## src/design/phy_access_cfg.svh

```systemverilog
// Register map, field positions, reset values and bus codes of the PHY access engine
`ifndef PHY_ACCESS_CFG_SVH
`define PHY_ACCESS_CFG_SVH

`define AXI_ADDR_W 20
`define IDX_W 18
`define IDX_DATA 18'h0d100
`define IDX_ADDR 18'h0d101
`define IDX_CTRL 18'h0d102
`define IDX_WDOG_CTRL 18'h0d111
`define IDX_WDOG_VAL 18'h0d112
`define IDX_IRQ_STAT 18'h0d120
`define IDX_IRQ_CLR 18'h0d121
`define IDX_IRQ_EN 18'h0d122

`define CTRL_DONE_BIT 0
`define CTRL_READ_BIT 4
`define CTRL_WRITE_BIT 8
`define CTRL_RSTN_BIT 12
`define WDOG_ERR_BIT 0
`define WDOG_EN_BIT 1
`define EV_DONE_BIT 0
`define EV_WDOG_BIT 1
`define EV_W 2

`define RST_DATA 16'h0000
`define RST_ADDR 16'h0000
`define RST_CTRL 16'h1000
`define RST_WDOG_VAL 16'hffff

`define RESP_OKAY 2'b00
`define RESP_SLVERR 2'b10

`endif

```

## src/design/phy_access_pkg.sv

```systemverilog
// Types shared by the PHY access engine and its watchdog
`include "phy_access_cfg.svh"

package phy_access_pkg;

   typedef enum logic [1:0] {
      ENG_IDLE = 2'b00,
      ENG_WAIT = 2'b01
   } engine_state_e;

   typedef struct packed {
      logic awReady;
      logic wReady;
      logic awFull;
      logic wFull;
      logic [`IDX_W-1:0] awIdx;
      logic [31:0] wData;
      logic [3:0] wStrb;
      logic bValid;
      logic [1:0] bResp;
      logic arReady;
      logic rValid;
      logic [15:0] rData;
      logic [1:0] rResp;
      logic [15:0] data;
      logic [15:0] addr;
      logic [15:0] timeout;
      logic engineResetLow;
      logic writeStart;
      logic readStart;
      logic done;
      logic wdogEn;
      logic wdogErr;
      logic [`EV_W-1:0] evStatus;
      logic [`EV_W-1:0] evEnable;
      logic irq;
      engine_state_e state;
      logic opWrite;
      logic phyReq;
      logic phyWrite;
      logic [15:0] phyAddr;
      logic [15:0] phyWdata;
   } access_state_s;

   typedef struct packed {
      logic [15:0] count;
      logic expire;
   } guard_state_s;

endpackage

```

## src/design/phy_indirect_register_access.sv

```systemverilog
// Indirect register access engine towards the serial PHY control port, AXI4-Lite slave
//
// Summary of operation
// - A finished read puts the returned 16-bit value into the data register.
// - The address register reads back the value last written.
// - Writing one to control bit 8 writes the data register to the address.
// - Writing one to control bit 4 reads the address into the data register.
// - The read start bit clears itself.
// - Starting a transaction drives the completion flag at bit 0 to zero.
// - The completion flag goes to one when the PHY acknowledges the transaction; a watchdog abort leaves it at zero.
// - The completion flag stays one until reset or a new start.
// - Control bit 12 low holds the access state machine in reset.
// - Watchdog control bit 1 enables the transaction watchdog.
// - Watchdog control bit 0 is a read-only flag set by a watchdog abort.
// - The 16-bit timeout value is writable and resets to all ones.
`timescale 1ns/1ps
`default_nettype none
`include "phy_access_cfg.svh"

module phy_indirect_register_access (
   input wire logic clk,
   input wire logic reset,
   input wire logic [`AXI_ADDR_W-1:0] awaddr,
   input wire logic [2:0] awprot,
   input wire logic awvalid,
   output logic awready,
   input wire logic [31:0] wdata,
   input wire logic [3:0] wstrb,
   input wire logic wvalid,
   output logic wready,
   output logic [1:0] bresp,
   output logic bvalid,
   input wire logic bready,
   input wire logic [`AXI_ADDR_W-1:0] araddr,
   input wire logic [2:0] arprot,
   input wire logic arvalid,
   output logic arready,
   output logic [31:0] rdata,
   output logic [1:0] rresp,
   output logic rvalid,
   input wire logic rready,
   output logic phyReq,
   output logic phyWrite,
   output logic [15:0] phyAddr,
   output logic [15:0] phyWdata,
   input wire logic phyAck,
   input wire logic [15:0] phyRdata,
   output logic irq
);
   import phy_access_pkg::*;

   localparam logic [15:0] CtrlReset = `RST_CTRL;

   access_state_s q;
   access_state_s d;
   logic expire;
   logic wrFire;
   logic launch;
   logic [`IDX_W-1:0] rdIdx;
   logic [15:0] rdWord;
   logic rdHit;
   logic [`EV_W-1:0] evSet;

   // Byte-lane merge into a 16-bit register; upper lanes have no storage
   function automatic logic [15:0] merge16(input logic [15:0] old, input logic [31:0] w,
                                           input logic [3:0] s);
      logic [15:0] r;
      r = old;
      for (int i = 0; i < 2; i++) begin
         if (s[i]) begin
            r[i*8 +: 8] = w[i*8 +: 8];
         end
      end
      return r;
   endfunction

   timeout_guard #(
      .CountW(16)
   ) guard (
      .clk(clk),
      .reset(reset),
      .enable(q.wdogEn),
      .busy(q.state == ENG_WAIT),
      .limit(q.timeout),
      .expire(expire)
   );

   assign rdIdx = araddr[`AXI_ADDR_W-1:2];

   always_comb begin
      rdHit = 1'b1;
      rdWord = 16'h0000;
      case (rdIdx)
         `IDX_DATA: rdWord = q.data;
         `IDX_ADDR: rdWord = q.addr;
         `IDX_CTRL: begin
            rdWord[`CTRL_RSTN_BIT] = q.engineResetLow;
            rdWord[`CTRL_WRITE_BIT] = q.writeStart;
            rdWord[`CTRL_READ_BIT] = q.readStart;
            rdWord[`CTRL_DONE_BIT] = q.done;
         end
         `IDX_WDOG_CTRL: begin
            rdWord[`WDOG_EN_BIT] = q.wdogEn;
            rdWord[`WDOG_ERR_BIT] = q.wdogErr;
         end
         `IDX_WDOG_VAL: rdWord = q.timeout;
         `IDX_IRQ_STAT: rdWord[`EV_W-1:0] = q.evStatus;
         `IDX_IRQ_CLR: rdWord = 16'h0000;
         `IDX_IRQ_EN: rdWord[`EV_W-1:0] = q.evEnable;
         default: rdHit = 1'b0;
      endcase
   end

   assign wrFire = q.awFull && q.wFull && !q.bValid;
   assign launch = (q.state == ENG_IDLE) && q.engineResetLow && (q.readStart || q.writeStart);

   always_comb begin
      d = q;
      evSet = '0;
      if (reset) begin
         d = '0;
         d.awReady = 1'b1;
         d.wReady = 1'b1;
         d.arReady = 1'b1;
         d.data = `RST_DATA;
         d.addr = `RST_ADDR;
         d.timeout = `RST_WDOG_VAL;
         d.engineResetLow = CtrlReset[`CTRL_RSTN_BIT];
         d.state = ENG_IDLE;
      end else begin
         // Write address and data channels, taken in either order
         if (awvalid && q.awReady) begin
            d.awFull = 1'b1;
            d.awIdx = awaddr[`AXI_ADDR_W-1:2];
         end
         if (wvalid && q.wReady) begin
            d.wFull = 1'b1;
            d.wData = wdata;
            d.wStrb = wstrb;
         end
         if (bvalid && bready) begin
            d.bValid = 1'b0;
         end

         // Start bits live one cycle: set by software, cleared on the next cycle whether or not the engine launches
         d.readStart = 1'b0;
         d.writeStart = 1'b0;

         // Engine sequencing
         case (q.state)
            ENG_IDLE: begin
               if (launch) begin
                  d.state = ENG_WAIT;
                  d.done = 1'b0;
                  d.wdogErr = 1'b0;
                  d.opWrite = q.writeStart;
                  d.phyReq = 1'b1;
                  d.phyWrite = q.writeStart;
                  d.phyAddr = q.addr;
                  d.phyWdata = q.data;
               end
            end
            ENG_WAIT: begin
               // A late acknowledge still completes; it beats the watchdog
               if (phyAck) begin
                  d.state = ENG_IDLE;
                  d.phyReq = 1'b0;
                  d.phyWrite = 1'b0;
                  d.done = 1'b1;
                  evSet[`EV_DONE_BIT] = 1'b1;
                  if (!q.opWrite) begin
                     d.data = phyRdata;
                  end
               end else if (expire) begin
                  d.state = ENG_IDLE;
                  d.phyReq = 1'b0;
                  d.phyWrite = 1'b0;
                  d.wdogErr = 1'b1;
                  evSet[`EV_WDOG_BIT] = 1'b1;
               end
            end
            default: begin
               d.state = ENG_IDLE;
               d.phyReq = 1'b0;
            end
         endcase

         // Engine reset held low drops any request in flight
         if (!q.engineResetLow) begin
            d.state = ENG_IDLE;
            d.phyReq = 1'b0;
            d.phyWrite = 1'b0;
         end

         // Register writes once both halves of the write are held
         if (wrFire) begin
            d.awFull = 1'b0;
            d.wFull = 1'b0;
            d.bValid = 1'b1;
            d.bResp = `RESP_OKAY;
            case (q.awIdx)
               `IDX_DATA: d.data = merge16(q.data, q.wData, q.wStrb);
               `IDX_ADDR: d.addr = merge16(q.addr, q.wData, q.wStrb);
               `IDX_CTRL: begin
                  if (q.wStrb[1]) begin
                     d.engineResetLow = q.wData[`CTRL_RSTN_BIT];
                     // Ignored while busy or held in reset
                     if (q.wData[`CTRL_WRITE_BIT] && q.state == ENG_IDLE && !launch &&
                         q.engineResetLow && q.wData[`CTRL_RSTN_BIT]) begin
                        d.writeStart = 1'b1;
                     end
                  end
                  if (q.wStrb[0] && q.wData[`CTRL_READ_BIT] && q.state == ENG_IDLE && !launch &&
                      q.engineResetLow && !(q.wStrb[1] && q.wData[`CTRL_WRITE_BIT])) begin
                     d.readStart = 1'b1;
                  end
               end
               `IDX_WDOG_CTRL: begin
                  if (q.wStrb[0]) begin
                     d.wdogEn = q.wData[`WDOG_EN_BIT];
                  end
               end
               `IDX_WDOG_VAL: d.timeout = merge16(q.timeout, q.wData, q.wStrb);
               `IDX_IRQ_STAT: d.bResp = `RESP_OKAY;
               `IDX_IRQ_CLR: begin
                  if (q.wStrb[0]) begin
                     d.evStatus = q.evStatus & ~q.wData[`EV_W-1:0];
                  end
               end
               `IDX_IRQ_EN: begin
                  if (q.wStrb[0]) begin
                     d.evEnable = q.wData[`EV_W-1:0];
                  end
               end
               default: d.bResp = `RESP_SLVERR;
            endcase
         end

         // Set beats clear on the same cycle
         d.evStatus = d.evStatus | evSet;
         d.irq = |(d.evStatus & d.evEnable);

         // Read channel
         if (arvalid && q.arReady) begin
            d.arReady = 1'b0;
            d.rValid = 1'b1;
            d.rData = rdWord;
            d.rResp = rdHit ? `RESP_OKAY : `RESP_SLVERR;
         end
         if (rvalid && rready) begin
            d.rValid = 1'b0;
            d.arReady = 1'b1;
         end

         d.awReady = !d.awFull && !d.bValid;
         d.wReady = !d.wFull && !d.bValid;
      end
   end

   always_ff @(posedge clk) begin
      q <= d;
   end

   assign awready = q.awReady;
   assign wready = q.wReady;
   assign bvalid = q.bValid;
   assign bresp = q.bResp;
   assign arready = q.arReady;
   assign rvalid = q.rValid;
   assign rdata = {16'h0000, q.rData};
   assign rresp = q.rResp;
   assign phyReq = q.phyReq;
   assign phyWrite = q.phyWrite;
   assign phyAddr = q.phyAddr;
   assign phyWdata = q.phyWdata;
   assign irq = q.irq;
endmodule

`default_nettype wire

```

## src/design/timeout_guard.sv

```systemverilog
// Transaction watchdog: counts busy cycles and pulses on reaching the limit
`timescale 1ns/1ps
`default_nettype none

module timeout_guard #(
   parameter int CountW = 16
) (
   input wire logic clk,
   input wire logic reset,
   input wire logic enable,
   input wire logic busy,
   input wire logic [CountW-1:0] limit,
   output logic expire
);
   import phy_access_pkg::*;

   guard_state_s q;
   guard_state_s d;

   always_comb begin
      d = q;
      d.expire = 1'b0;
      if (reset) begin
         d = '0;
      end else if (busy && enable && !q.expire) begin
         // One quiet cycle after expiry, so a zero limit cannot fire twice
         if (q.count == limit) begin
            d.expire = 1'b1;
            d.count = '0;
         end else begin
            d.count = q.count + 16'h0001;
         end
      end else begin
         d.count = '0;
      end
   end

   always_ff @(posedge clk) begin
      q <= d;
   end

   assign expire = q.expire;
endmodule

`default_nettype wire

```

## config.mk

```make
export PLATFORM = sky130hd
export DESIGN_NAME = phy_indirect_register_access
export DESIGN_NICKNAME = d
export VERILOG_FILES = /design/src/design/phy_access_pkg.sv /design/src/design/phy_indirect_register_access.sv /design/src/design/timeout_guard.sv
export VERILOG_INCLUDE_DIRS = /design/src /design/src/design
export SDC_FILE = /design/constraint.sdc
export NUM_CORES = 1
export LEC_CHECK = 0
export BUFFER_PORTS_ARGS = -buffer_cell sky130_fd_sc_hd__clkbuf_2
export CORE_MARGIN = 5
export CORE_UTILIZATION = 50
export CTS_BUF_LIST = sky130_fd_sc_hd__clkbuf_4
export CTS_CLUSTER_SIZE = 40
export DETAILED_ROUTE_END_ITERATION = 8
export PLACE_DENSITY = 0.75
export SLEW_MARGIN = 20
export SYNTH_ARGS = -nofsm -noshare
export SYNTH_HDL_FRONTEND = slang
export SYNTH_SLANG_ARGS = --single-unit
```

## constraint.sdc

```tcl
create_clock -name clk -period 5.5 [get_ports clk]
set_clock_uncertainty 0.1 [all_clocks]
set_input_delay 1.1 -clock clk [delete_from_list [all_inputs] [get_ports clk]]
set_output_delay 1.1 -clock clk [all_outputs]
set_load 0.1 [all_outputs]
```

==> results of run 1 <==
-- kinds of logic after synthesis --
kind of cell	synth area share
simple gates	0.220
compound gates	0.153
flops	0.447
buf+inv	0.0989
mux	0.0447
xor+xnor	0.0341
fa+ha+maj	0.00162
other cells	0.000487
-- cell type report --
cell class,instances,area (µm²),share of cell area
Inverter,14,52.6,0.00637
Sequential cell,172,3440,0.418
Tap cell,188,235,0.0285
Clock inverter,12,100,0.0121
Multi-Input combinational cell,616,3560,0.432
Timing Repair Buffer,138,701,0.0850
Clock buffer,20,150,0.0182
-- sequential cells by signal, summed over array words and instances, names as in the netlist, 16 cells and up --
| signal | cells |
|---|---|
| rdata | 16 |
| guard.q | 16 |
| q | 97 |
| phyWdata | 16 |
| phyAddr | 16 |
-- per-layer routing --
metal  vias to the layer above  global-route usage  part of all wire
met2                       248               0.330              0.44
met1                      2962               0.296              0.45
li1                       3133                   -                 -
met4                         0              0.0633             0.017
met3                        30              0.0626             0.086
met5                         -                   0                 0
-- worst min path at each step --
| stage | start | endpoint | slack, ns | cells after the start |
|---|---|---|---|---|
| final | q[169] | q[169] | 0.36 | 2 |
| after global routing | phyWdata[15] | phyWdata[15] | 0.38 | 2 |
| after CTS | q[169] | q[169] | 0.36 | 2 |
| after detailed placement | q[169] | q[169] | 0.34 | 2 |
| after global placement | q[169] | q[169] | 0.34 | 2 |
| after floorplan | rdata[10] | rdata[10] | 0.33 | 2 |
-- power groups by stage --
stage	registers, W	clock network [W]	logic [W]
finish	0.00131	0.000662	0.000233
global route	0.00131	0.000730	0.000249
CTS	0.00131	0.000676	0.000233
detailed placement	0.00134	0	0.000232
global placement	0.00133	0	0.000230
floorplan	0.00134	0	0.000173
-- metrics by stage --
step	hold slack (ns)	util	instance area [µm²]	std cells	setup WS, ns
final	0.359	0.544	8250	1160	2.60
after global routing	0.378	0.544	8250	1160	2.51
after CTS	0.361	0.544	8250	1160	2.59
after detailed placement	0.344	0.528	8000	1128	2.15
after global placement	0.341	0.528	8000	1128	2.16
after floorplan	0.326	-	7770	921	2.67
-- cell usage in the layout, fill, tap and decap left out, drive strengths merged, types with 3 or more instances in the layout --
master / n
clkinvlp: 5
nor4: 12
dfxtp: 172
nand3: 9
and3b: 3
a221o: 4
nor3b: 3
nand2: 173
o221a: 16
conb: 18
a311oi: 3
nand4: 9
clkbuf: 154
o21a: 3
a22oi: 3
a21o: 3
nor2: 59
mux2i: 31
inv: 14
clkinv: 6
a211o: 16
nor4b: 6
a21oi: 103
o21ai: 16
nor3: 34
a22o: 4
and2: 5
mux2: 3
xnor2: 7
and4: 4
nand2b: 3
buf: 4
or4: 3
xor2: 23
nor2b: 21
==> run metrics, run 1 <==
Worst setup SP type flip-flop; Nets 1,066; crit path capture phyReq; status completed; NetSw 0.000641 W; fin crit share 0.528; RSZ-0062 raised after global routing false; Placement Rows 45; Setup Buffers After CTS 0; CP Launch Point phyReq; Area contributors post-synth dfxtp_1 45%, nand2_1 8.4%, a21oi_1 6.7%; Cell variety after synth 57; sequential share of power 0.594; worst-path maximum fanout 11; H-tree depth 4; CP Capture Type output port; top cell type's share of synthesized area 0.447; RR Endpoint q[93]; Internal Power 0.00156 W; synthesis-stage register bit count 172; Final setup viols 0; DIE HEIGHT 134 µm; area grow syn2layout 7.05%; Slew HR 0.348; R2R depth 5; Reg-to-Reg Start q[162]; initial core utilization 0.509; GRT Util Overall 0.215; cell with the most instances after synthesis nand2_1; root buffer cell clkbuf_4; syn_area_per_cell 8.52 µm²; drt first-iter violations 648; first-pass GRT wire length 30.7 mm; Top delay family on crit path flip-flops; total negative setup slack 0 ns; Slew Viols, Final 0; Power Total 0.00220 W; share of layout cells above drive strength 1 0.208; Clock power frac 0.300; Async S/R FF share, synth 0; dpl hpwl 14.3 mm; warnings from Yosys 0; clock transition at the registers of the reported paths 0.13 ns; PD cells 267 nW/µm²; CTS max path bufs 2; ANT cells 0; logic gate share of total power 0.106; GPL Wtd Cong 0.943; top post-synthesis cells by count 173 x nand2_1, 172 x dfxtp_1, 103 x a21oi_1, 68 x buf_4, 59 x nor2_1; CP Buf/Inv Count 1; GR Overflow Total 0; Synth Instances 904; Worst VDD drop 0.170 mV; die width 134 µm; Fillers 1,447; crit path cell chain clkbuf_2; largest net degree at the start of global routing 94; minimum clock period 2.90 ns; die footprint 18,000 µm²; Vias 6,373; worst-path cell with the longest stage delay dfxtp_1; Least-Margin Pin Slew 0.971 ns; Buffers on Ports 135; Max Cap Violations 0; Top Ports 182; area of the mapped netlist 7700 µm²; drt first pass iters 5; worst skew pair latency 0.58 ns; crit path DAT 1.70 ns; Post-synth EDFFs 0; Fin. Hold Viols 0; Critical Path RT 4.30 ns; CTS Hold Bufs 0; r2r setup slk 2.92 ns; core area 15,100 µm²; Hold Crit Class reg -> reg; CTS tree yes; Post-synth top flop dfxtp_1; antenna violations before repair 0; Pleak 3.05 nW; vias in the first global route 5,975; fmax 344 MHz; Post-CTS Resized 0; WL/cell 16.8 µm; post-route ant nets 0; total number of cells along the worst setup path 1; Seq/Total Area, Yosys 0.447; number of buffers created by CTS 17; final wirelength 19.5 mm; Setup CP Type reg -> out; switching share of power 0.291; area leader, netlist dfxtp_1; Residual DRC 0; clk sinks 172; max incr delay on CP 0.58 ns; post-DR vias/cell 5.49
Note: power is estimated with default switching activity, not from simulation.
==> run 2, diff against run 1 <==
==> constraint.sdc (replaced) <==
create_clock -name clk -period 2.7 [get_ports clk]
set_clock_uncertainty 0.1 [all_clocks]
set_input_delay 0.54 -clock clk [delete_from_list [all_inputs] [get_ports clk]]
set_output_delay 0.54 -clock clk [all_outputs]
set_load 0.1 [all_outputs]
==> run 2 against run 1 <==
Net effect:
- total power increased by 100%
- design area up 1.3%
- core utilization up 0.69 points
- final cell count grew 1.3%
- clock power up 95%
- critical path depth increased by 4
- flip-flop and latch count did not move
- first-iteration DRC count shrank 29%
- global-route usage hardly changed
==> run metrics, run 2 (synthesis gave the netlist of run 1 again) <==
fmax 420 MHz; area grow syn2layout 8.41%; root buffer cell clkbuf_4; clk sinks 172 (unchanged); first-pass GRT wire length 30.7 mm (+0.25%); worst-path maximum fanout 6 (-5); Final setup viols 0 (unchanged); Setup CP Type reg -> reg; crit path cell chain nor4_4, nand3b_1, nor3b_1, mux2i_1, o32ai_1; Most Crowded Layer GR met2; met1 Use GR 0.299 (+0.00302); worst skew pair latency 0.57 ns (about the same); M3 GR Usage 0.0690 (+0.00638); GPL Wtd Cong 0.955 (+1.3%); Max Cap Violations 0 (unchanged); core area 15,100 µm² (unchanged); Worst setup SP type flip-flop; vias in the first global route 5,919 (-0.94%); final wirelength 19.6 mm (+0.64%); CTS tree yes; Hold Crit Class in -> reg; Vias 6,454 (+1.3%); Least-Margin Pin Slew 0.668 ns (-0.303 ns); number of buffers created by CTS 17 (unchanged); drt first-iter violations 463 (-29%); commonest non-fill, non-tap cell in the layout nand2_1; Slew Viols, Final 0 (unchanged); minimum clock period 2.38 ns; Placement Rows 45 (unchanged); Nets 1,081 (+1.4%); status completed; Residual DRC 0 (unchanged); Top Ports 182 (unchanged); Critical Path RT 3.03 ns (-1.27 ns); r2r setup slk 0.32 ns (-2.60 ns); antenna violations before repair 1 (+1); GRT Util Overall 0.215 (about the same); fin cells 1,175 (+1.3%); Finished Cell Area 8350 µm² (+1.3%); Fin. Hold Viols 0 (unchanged); Placed Cells 1,143 (+1.3%); post-route ant nets 0 (unchanged); most frequent cells in the layout 173 x nand2_1, 172 x dfxtp_1, 134 x clkbuf_2; max incr delay on CP 0.49 ns (-0.09 ns); Placed Area 8120 µm² (+1.6%); RSZ-0062 raised after global routing false; total negative setup slack 0 ns (unchanged); H-tree depth 4 (unchanged); Slew HR 0.555 (+0.207); die width 134 µm (unchanged); Setup Buffers After CTS 0 (unchanged); post-DR vias/cell 5.49 (about the same); Final WS setup 0.316 ns (-2.28 ns); drt first pass iters 5 (unchanged); Power Total 0.00443 W (+100%); GR Overflow Total 0 (unchanged); fin crit share 0.883; Post-CTS Resized 0 (unchanged); DIE HEIGHT 134 µm (unchanged); worst-path cell with the longest stage delay nor3b_1; crit path DAT 2.71 ns (+1.01 ns); Largest register FFs 97 (unchanged); PD cells 531 nW/µm² (+99%); CTS Hold Bufs 0 (unchanged); dpl hpwl 14.7 mm (+2.7%); Top reg by flops q; Buffers on Ports 135 (unchanged); Pleak 3.12 nW (+2.5%); CTS max path bufs 2 (unchanged); Worst VDD drop 0.469 mV (+180%); met2 Use GR 0.318 (-0.0121); largest net degree at the start of global routing 64 (-32%); initial core utilization 0.509 (unchanged); share of layout cells above drive strength 1 0.220 (+0.0120); ANT cells 0 (unchanged); WL/cell 16.7 µm (-0.65%); worst slack at placement 0.188 ns (-1.96 ns); CP Capture Type flip-flop; die footprint 18,000 µm² (unchanged); clock transition at the registers of the reported paths 0.14 ns (about the same)
==> run 2: worst paths after layout <==
kind	endpoint	startpoint	cells past startpoint
max	irq	q[157]	5
min	q[138]	wdata[15]	3
max reg2reg	irq	q[157]	5
min reg2reg	phyAddr[1]	phyAddr[1]	2
==> run 2: metrics by stage <==
stage,util,hold slack [ns]
after global placement,0.536,0.338
after CTS,0.551,0.0396
after global routing,0.551,0.0364
after floorplan,-,0.326
after detailed placement,0.536,0.347
final,0.551,0.0788
==> run 2: layer usage <==
metal / wire length, µm / part of all wire
met5: 11 / 0.00056
met4: 496 / 0.025
met3: 1710 / 0.087
met2: 8430 / 0.43
met1: 8940 / 0.46
==> run 2: worst max-delay path: cells and delay by family (launching register included) <==
family | cells | cell delay, ns
multiplexers | 1 | 0.17
AO/OA/AOI/OAI | 1 | 0.43
flip-flops | 1 | 0.36
AND/OR/NAND/NOR | 3 | 1.20
==> run 2: where the power goes <==
| group | internal, W | switching [W] |
|---|---|---|
| logic | 0.000120 | 0.000358 |
| registers | 0.00259 | 0.0000746 |
| clock network | 0.000374 | 0.000915 |
==> run 2: layout make-up <==
class,instances,area (µm²)
clock buffers,18,135
inverters,14,52.6
repair buffers,153,826
flip-flops and latches,172,3440
well taps,188,235
fillers,1439,6790
clock inverters,14,95.1
multi-input cells,616,3560
